## src/verilog/dsb_cfg.svh

```systemverilog
// Address map, reset values and sizes for the descriptor slot bitmaps
`ifndef DSB_CFG_SVH
`define DSB_CFG_SVH
`define DSB_SLOTS 32
`define DSB_ADDR_W 16
`define DSB_OFS_ISO_DONE 16'h0130
`define DSB_OFS_ISO_BYPASS 16'h0134
`define DSB_OFS_ISO_FINAL 16'h0138
`define DSB_OFS_INTR_DONE 16'h0140
`define DSB_OFS_INTR_BYPASS 16'h0144
`define DSB_OFS_INTR_FINAL 16'h0148
`define DSB_OFS_ASYNC_DONE 16'h0150
`define DSB_OFS_ASYNC_BYPASS 16'h0154
`define DSB_OFS_ASYNC_FINAL 16'h0158
`define DSB_RST_DONE 32'h0000_0000
`define DSB_RST_BYPASS 32'hffff_ffff
`define DSB_RST_FINAL 32'h0000_0000
`define DSB_SLOT_MAX 5'h1f
`endif

```

## src/verilog/dsb_pkg.sv

```systemverilog
// Types shared by the descriptor slot bitmap block
package dsb_pkg;
   typedef logic [31:0] dsb_map_t;
   typedef logic [4:0] dsb_slot_t;
   // Scanner states, Gray coded along idle -> check -> wrap
   typedef enum logic [1:0] {
      DSB_IDLE = 2'b00,
      DSB_CHECK = 2'b01,
      DSB_WRAP = 2'b11
   } dsb_scan_e;
endpackage

```

## src/verilog/dsb_scan_if.sv

```systemverilog
// Carrier between the register bank and one category scanner
`timescale 1ns/1ps
interface dsb_scan_if;
   logic [31:0] bypass_map; // Slots excluded from the scan
   logic [31:0] final_map; // One-hot end of scan
   logic [31:0] valid_map; // Slot valid flags from descriptor memory
   logic run; // Scanning allowed
   logic pick; // Slot offered this cycle
   logic [4:0] pick_slot; // Which slot is offered
   logic wrapped; // Scan restarted at slot 0
   modport bank (output bypass_map, output final_map, output valid_map, output run,
                 input pick, input pick_slot, input wrapped);
   modport scan (input bypass_map, input final_map, input valid_map, input run,
                 output pick, output pick_slot, output wrapped);
endinterface

```

## src/verilog/dsb_scanner.sv

```systemverilog
// Slot scanner for one descriptor category
`timescale 1ns/1ps
`include "dsb_cfg.svh"
module dsb_scanner (
   // Clock and reset
   input wire logic clk,
   input wire logic rst_n,
   // Map and scheduling carrier
   dsb_scan_if.scan sif
);
   dsb_pkg::dsb_scan_e state_ff, nxt_state; // Scanner state
   dsb_pkg::dsb_slot_t slot_ff, nxt_slot; // Slot being examined
   logic pick_ff, nxt_pick; // Offer strobe
   logic wrap_ff, nxt_wrap; // Wrap strobe
   logic at_end; // Current slot ends the scan

   // ---------------------------------------------------------------
   // Next state
   // ---------------------------------------------------------------
   // Walk one slot per cycle; never look at pointers inside slots
   always_comb begin
      nxt_state = state_ff;
      nxt_slot = slot_ff;
      nxt_pick = 1'b0;
      nxt_wrap = 1'b0;
      // No final bit set means the whole category is scanned
      at_end = sif.final_map[slot_ff] || (slot_ff == `DSB_SLOT_MAX);
      case (state_ff)
         dsb_pkg::DSB_IDLE: begin
            nxt_slot = 5'h00;
            if (sif.run) begin
               nxt_state = dsb_pkg::DSB_CHECK;
            end
         end
         dsb_pkg::DSB_CHECK: begin
            // Skipped slots are passed over even when valid
            nxt_pick = sif.valid_map[slot_ff] && !sif.bypass_map[slot_ff];
            if (!sif.run) begin
               nxt_state = dsb_pkg::DSB_IDLE;
            end else if (at_end) begin
               nxt_state = dsb_pkg::DSB_WRAP;
            end else begin
               nxt_slot = slot_ff + 5'h01;
            end
         end
         dsb_pkg::DSB_WRAP: begin
            // Restart from slot 0 of this category
            nxt_slot = 5'h00;
            nxt_wrap = 1'b1;
            nxt_state = sif.run ? dsb_pkg::DSB_CHECK : dsb_pkg::DSB_IDLE;
         end
         default: begin
            nxt_state = dsb_pkg::DSB_IDLE;
         end
      endcase
   end

   // ---------------------------------------------------------------
   // Registers
   // ---------------------------------------------------------------
   always_ff @(posedge clk or negedge rst_n) begin
      if (!rst_n) begin
         state_ff <= dsb_pkg::DSB_IDLE;
         slot_ff <= 5'h00;
         pick_ff <= 1'b0;
         wrap_ff <= 1'b0;
      end else begin
         state_ff <= nxt_state;
         slot_ff <= nxt_slot;
         pick_ff <= nxt_pick;
         wrap_ff <= nxt_wrap;
      end
   end

   // Pick strobe names the slot examined in the previous cycle
   dsb_pkg::dsb_slot_t pslot_ff, nxt_pslot; // Slot of the offer
   always_comb begin
      nxt_pslot = slot_ff;
   end
   always_ff @(posedge clk or negedge rst_n) begin
      if (!rst_n) begin
         pslot_ff <= 5'h00;
      end else begin
         pslot_ff <= nxt_pslot;
      end
   end

   assign sif.pick = pick_ff;
   assign sif.pick_slot = pslot_ff;
   assign sif.wrapped = wrap_ff;
endmodule // dsb_scanner

```

## src/verilog/dsb_slot_maps.sv

```systemverilog
// Done, bypass and final slot bitmaps for three descriptor categories
`timescale 1ns/1ps
`include "dsb_cfg.svh"
// ---------------------------------------------------------------
// Functional notes
// - Completion sets the slot's done bit
// - Done read returns bits, then clears them
// - Done maps read-only, reset to zero
// - Bypassed slot never processed, even valid
// - Bypassed slot pointer ignored for ordering
// - Bypass maps read-write, reset all ones
// - Final bit marks last examined slot
// - After final slot, scan restarts at 0
// - Final maps read-write, reset zero
// - Final map one-hot, 1h is slot 0
// ---------------------------------------------------------------
module dsb_slot_maps (
   // Clock and reset
   input wire logic clk,
   input wire logic rst_n,
   // Processor register port
   input wire logic [15:0] reg_addr,
   input wire logic reg_wr,
   input wire logic reg_rd,
   input wire logic [31:0] reg_wdata,
   output logic [31:0] reg_rdata,
   // Completion events per category, one bit per slot, pulses
   input wire logic [31:0] iso_done_evt,
   input wire logic [31:0] intr_done_evt,
   input wire logic [31:0] async_done_evt,
   // Valid flags of slots from descriptor memory
   input wire logic [31:0] iso_valid,
   input wire logic [31:0] intr_valid,
   input wire logic [31:0] async_valid,
   // Scheduler enable
   input wire logic sched_run,
   // Slot offers to the scheduling engine, index 0 iso, 1 intr, 2 async
   output logic [2:0] slot_pick,
   output logic [14:0] slot_pick_idx,
   output logic [2:0] scan_wrapped
);
   // ---------------------------------------------------------------
   // Reset release
   // ---------------------------------------------------------------
   logic rst_meta_ff, rst_sync_ff; // Two-stage release of reset
   always_ff @(posedge clk or negedge rst_n) begin
      if (!rst_n) begin
         rst_meta_ff <= 1'b0;
         rst_sync_ff <= 1'b0;
      end else begin
         rst_meta_ff <= 1'b1;
         rst_sync_ff <= rst_meta_ff;
      end
   end

   // ---------------------------------------------------------------
   // Map registers
   // ---------------------------------------------------------------
   dsb_pkg::dsb_map_t done_ff [3]; // Completed slots per category
   dsb_pkg::dsb_map_t bypass_ff [3]; // Bypassed slots per category
   dsb_pkg::dsb_map_t final_ff [3]; // Final slot marker per category
   dsb_pkg::dsb_map_t nxt_done [3];
   dsb_pkg::dsb_map_t nxt_bypass [3];
   dsb_pkg::dsb_map_t nxt_final [3];
   logic [31:0] rdata_ff, nxt_rdata; // Registered read data
   logic [31:0] evt [3]; // Completion events by category
   logic [15:0] ofs_done [3]; // Done map offsets
   logic [15:0] ofs_bypass [3]; // Bypass map offsets
   logic [15:0] ofs_final [3]; // Final map offsets

   assign evt[0] = iso_done_evt;
   assign evt[1] = intr_done_evt;
   assign evt[2] = async_done_evt;
   assign ofs_done[0] = `DSB_OFS_ISO_DONE;
   assign ofs_done[1] = `DSB_OFS_INTR_DONE;
   assign ofs_done[2] = `DSB_OFS_ASYNC_DONE;
   assign ofs_bypass[0] = `DSB_OFS_ISO_BYPASS;
   assign ofs_bypass[1] = `DSB_OFS_INTR_BYPASS;
   assign ofs_bypass[2] = `DSB_OFS_ASYNC_BYPASS;
   assign ofs_final[0] = `DSB_OFS_ISO_FINAL;
   assign ofs_final[1] = `DSB_OFS_INTR_FINAL;
   assign ofs_final[2] = `DSB_OFS_ASYNC_FINAL;

   // Decode and next values; unmapped reads return zero
   always_comb begin
      nxt_rdata = 32'h0000_0000;
      for (int c = 0; c < 3; c++) begin
         nxt_done[c] = done_ff[c];
         nxt_bypass[c] = bypass_ff[c];
         nxt_final[c] = final_ff[c];
         if (reg_rd && reg_addr == ofs_done[c]) begin
            nxt_rdata = done_ff[c];
            nxt_done[c] = 32'h0000_0000;
         end
         if (reg_rd && reg_addr == ofs_bypass[c]) begin
            nxt_rdata = bypass_ff[c];
         end
         if (reg_rd && reg_addr == ofs_final[c]) begin
            nxt_rdata = final_ff[c];
         end
         // Done maps ignore writes
         if (reg_wr && reg_addr == ofs_bypass[c]) begin
            nxt_bypass[c] = reg_wdata;
         end
         if (reg_wr && reg_addr == ofs_final[c]) begin
            nxt_final[c] = reg_wdata;
         end
         // Set after clear, so a completion in the read cycle is kept
         nxt_done[c] = nxt_done[c] | evt[c];
      end
   end

   // Register the maps
   always_ff @(posedge clk or negedge rst_sync_ff) begin
      if (!rst_sync_ff) begin
         for (int c = 0; c < 3; c++) begin
            done_ff[c] <= `DSB_RST_DONE;
            bypass_ff[c] <= `DSB_RST_BYPASS;
            final_ff[c] <= `DSB_RST_FINAL;
         end
         rdata_ff <= 32'h0000_0000;
      end else begin
         for (int c = 0; c < 3; c++) begin
            done_ff[c] <= nxt_done[c];
            bypass_ff[c] <= nxt_bypass[c];
            final_ff[c] <= nxt_final[c];
         end
         rdata_ff <= nxt_rdata;
      end
   end
   assign reg_rdata = rdata_ff;

   // ---------------------------------------------------------------
   // Category scanners
   // ---------------------------------------------------------------
   // Pointers inside slots are never read, so ordering is by index only
   dsb_scan_if sif [3] ();
   assign sif[0].valid_map = iso_valid;
   assign sif[1].valid_map = intr_valid;
   assign sif[2].valid_map = async_valid;
   for (genvar g = 0; g < 3; g++) begin : g_cat
      assign sif[g].bypass_map = bypass_ff[g];
      assign sif[g].final_map = final_ff[g];
      assign sif[g].run = sched_run;
      dsb_scanner u_scan (
         .clk(clk),
         .rst_n(rst_sync_ff),
         .sif(sif[g].scan)
      );
      assign slot_pick[g] = sif[g].pick;
      assign slot_pick_idx[g*5 +: 5] = sif[g].pick_slot;
      assign scan_wrapped[g] = sif[g].wrapped;
   end
endmodule // dsb_slot_maps

```

## config.mk

```make
export PLATFORM = sky130hd
export DESIGN_NAME = dsb_slot_maps
export DESIGN_NICKNAME = d
export VERILOG_FILES = /design/src/verilog/dsb_pkg.sv /design/src/verilog/dsb_scan_if.sv /design/src/verilog/dsb_scanner.sv /design/src/verilog/dsb_slot_maps.sv
export VERILOG_INCLUDE_DIRS = /design/src /design/src/verilog
export SDC_FILE = /design/constraint.sdc
export NUM_CORES = 1
export LEC_CHECK = 0
export ABC_AREA = 1
export BUFFER_PORTS_ARGS = -buffer_cell sky130_fd_sc_hd__buf_4
export CORE_MARGIN = 10
export CORE_UTILIZATION = 52
export CTS_BUF_LIST = sky130_fd_sc_hd__clkbuf_8 sky130_fd_sc_hd__clkbuf_16
export DETAILED_ROUTE_END_ITERATION = 12
export GPL_ROUTABILITY_DRIVEN = 0
export PLACE_DENSITY = 0.77
export SETUP_SLACK_MARGIN = 0.3
export SLEW_MARGIN = 20
export SYNTH_ARGS = -nofsm -noshare
export SYNTH_HDL_FRONTEND = slang
export SYNTH_SLANG_ARGS = --single-unit
export TNS_END_PERCENT = 20
```

## constraint.sdc

```tcl
create_clock -name clk -period 11.35 [get_ports clk]
set_clock_uncertainty 0.15 [all_clocks]
set_input_delay 0.5675 -clock clk [delete_from_list [all_inputs] [get_ports clk]]
set_output_delay 0.5675 -clock clk [all_outputs]
set_load 0.01 [all_outputs]
```

==> impl_metrics.json <==
{
  "synth_top_cell_by_area": "dfrtp_1",
  "grt_pass1_vias": 16900,
  "port_buffers": 297,
  "yosys.cell_types.count": 54,
  "pwr_density_cell_nw_per_um2": 165,
  "syn_inst": 2156,
  "async_flop_share_pct": 100,
  "worstPathMaxFanout": 32,
  "design_area_sq_um": 21800,
  "drc": 0,
  "num_vias": 17200,
  "hold_viol": 0,
  "min_period_ps": 3110,
  "status": "complete, no violations",
  "syn_nets": 2419,
  "setup_viol": 0,
  "yosys.cell_count.top_type": "nand2_1",
  "cts_made_buffers": 39,
  "max_freq_mhz": 322,
  "globalRouteTotalUtil_pct": 29.6,
  "via_per_inst": 5.98,
  "clockBufferDepth": 3,
  "worst_slack_ps": 8240,
  "hold_path_depth": 2,
  "start_util_pct": 52.5,
  "fin_util_pct": 63.4,
  "tritoncts": "built",
  "grt_antenna_before_repair": 0,
  "leakagePower_nw": 10.2,
  "clk_pin_slew_ps": 60,
  "dpl.hpwl_um": 47400,
  "hold_class": "input port to flop",
  "syn_area_sq_um": 18000,
  "drtPass1Iterations": 6,
  "synth_ff_type": "dfrtp_1",
  "grt_overflow": 0,
  "final_layout_size_suffix_gt1_share_pct": 21.8,
  "synth-edff-count": 0,
  "cpPeakStageDelay_ps": 490,
  "clk_latency_ps": 530,
  "tns_ps": 0,
  "synth_top_area_share_pct": 37.2,
  "rsz0062_at_grt": "false",
  "critPathKind": "flop to flop",
  "tightest_slew_ps": 1130,
  "critPathCaptureType": "flop",
  "crit_path_top_delay_cell": "inv_1",
  "diodes": 0,
  "ys_seq_area_share_pct": 51.2,
  "die_area_sq_um": 42500,
  "nets": 2650,
  "worstSetupStartpointType": "flop",
  "cts_resized": 0,
  "worstPathCellList": "buf_4, inv_1, o21ai_0, nand4_1, o211ai_1, nand2_1, nand2_1, nand2_1, o21ai_4, nand2_1, nand2_1, nand2_1",
  "clock-sinks": 364,
  "crit_required_ps": 11610,
  "cts-htree-levels": 2,
  "core_area_sq_um": 34400,
  "post-route-period-util_pct": 27.4,
  "die_w_um": 206,
  "reg2reg_depth": 12,
  "ys_ff_latch": 364,
  "io_pins": 298,
  "pre_cts_ws_ps": 8000,
  "ant_nets": 0,
  "die_height_um": 206,
  "synth_area_per_cell_sq_um": 8.37,
  "grt_max_degree": 178,
  "final_max_slew_viol_count": 0,
  "hold_ws_ps": 58.1,
  "wl_per_cell_um": 22.5,
  "rows": 68,
  "drt_iter0_drc": 2535,
  "routed_wl_um": 64600,
  "ir_worst_vdd_uv": 118,
  "maxCapViolations": 0,
  "crit_arrival_ps": 3370,
  "slew_headroom_pct": 24.7,
  "cts-root-buf": "clkbuf_16",
  "synth_area_leaders": "dfrtp_1, dfstp_2, nand2_1, o21ai_0, inv_1",
  "placed_cell_area_sq_um": 20400,
  "synth_warnings": 0,
  "synth_common_cells": "nand2_1, o21ai_0, dfrtp_1, inv_1, nor2_1",
  "crit_top_cell": "nand2_1",
  "syn_to_final_growth_pct": 20.7,
  "grt_pass1_wl_um": 96600
}
[power by group]
part	switching, mW	internal (mW)	leakage [nW]
registers	0.0692	1.35	4.20
clock network	0.527	0.802	0.707
logic	0.550	0.309	5.34
[area by class of cell]
type                    count  area, sq um
flip-flops and latches    364         9230
well taps                 455          569
clock inverters            21          193
multi-input cells        1453         7440
clock buffers              50         1150
repair buffers            313         2380
inverters                 216          813
fillers                  2893        12600
[critical path: cells and delay by family (launching register included)]
| family | cells | cell delay, ps |
|---|---|---|
| simple gates | 7 | 860 |
| buf+inv | 2 | 860 |
| compound gates | 3 | 760 |
| flops | 1 | 340 |
[worst paths after layout]
path / startpoint / endpoint / slack (ps)
min in group asynchronous: rst_n / rst_sync_ff$_DFF_PN0_ / 220
max in group asynchronous: rst_sync_ff$_DFF_PN0_ / g_cat[1].u_scan.sif.pick_slot[1]$_DFF_PN0_ / 8910
worst max-delay path: g_cat[1].u_scan.nxt_pslot[0]$_DFFE_PN0P_ / g_cat[1].u_scan.nxt_pslot[3]$_DFFE_PN0P_ / 8240
worst max register to register: g_cat[1].u_scan.nxt_pslot[0]$_DFFE_PN0P_ / g_cat[1].u_scan.nxt_pslot[3]$_DFFE_PN0P_ / 8240
worst min-delay path: intr_done_evt[16] / done_ff[48]$_DFF_PN0_ / 60
worst min register to register: rst_meta_ff$_DFF_PN0_ / rst_sync_ff$_DFF_PN0_ / 200
[logic make-up after synthesis]
group / after synthesis / synth area share, %
and+or+nand+nor: 823 / 19.7
xor gates and xnor gates: 4 / 0.194
AOI/OAI and AO/OA: 607 / 19.6
other: 1 / 0.0208
DFF: 364 / 51.2
adders and majority gates: 18 / 1.25
buffers and inverters: 339 / 8.04
[layer usage]
| layer | wire, um | part of all wire, % | vias to the layer above | global-route usage (%) |
|---|---|---|---|---|
| met5 | 0 | 0 | - | 0 |
| met4 | 4270 | 6.6 | 0 | 17.3 |
| met3 | 7690 | 12 | 261 | 8.09 |
| met2 | 29800 | 46 | 1180 | 46.4 |
| met1 | 22900 | 35 | 8125 | 36.1 |
| li1 | - | - | 7604 | - |
[flip-flops by register name, summed over array words and instances (netlist names)]
name,flops
done_ff,96
g_cat.u_scan.nxt_pslot,15
g_cat.u_scan.sif.pick,3
g_cat.u_scan.sif.pick_slot,15
g_cat.u_scan.sif.wrapped,3
g_cat.u_scan.state_ff,6
reg_rdata,32
rst_meta_ff,1
rst_sync_ff,1
sif.bypass_map,96
sif.final_map,96
[stage by stage]
step	power, mW	instances
final	3.60	2872
after global routing	3.74	2872
after CTS	3.57	2872
after detailed placement	2.25	2800
after global placement	2.24	2800
after floorplan	1.96	2156
[cells in the final DEF, fill, tap and decap left out, types with 3 or more instances in the layout]
master	instances
nand3b_1	7
xor2_1	3
a32o_1	3
clkinv_2	7
buf_4	310
clkbuf_16	41
nand3_4	4
a21oi_1	110
nor2_2	7
ha_1	18
o22ai_1	14
inv_2	11
a21o_1	54
clkinv_1	3
nand3_1	128
o21ai_0	288
dfstp_2	96
o2111ai_1	6
nand3_2	7
nand2_2	4
o211ai_2	3
dfrtp_1	267
clkbuf_8	9
bufinv_16	4
nand2_1	477
a21boi_0	3
nor2_1	150
o211ai_1	31
nand4_1	21
a221oi_1	11
inv_1	211
o21ai_1	27
nor4_4	6
o21bai_1	45
a21oi_2	3
[repair_timing]
action | in CTS | in global routing
hold endpoints to repair | 2 | 0
hold buffers | 1 | 0
buffers inserted | 0 | 0
No activity file was read; power rests on OpenSTA's default activity.
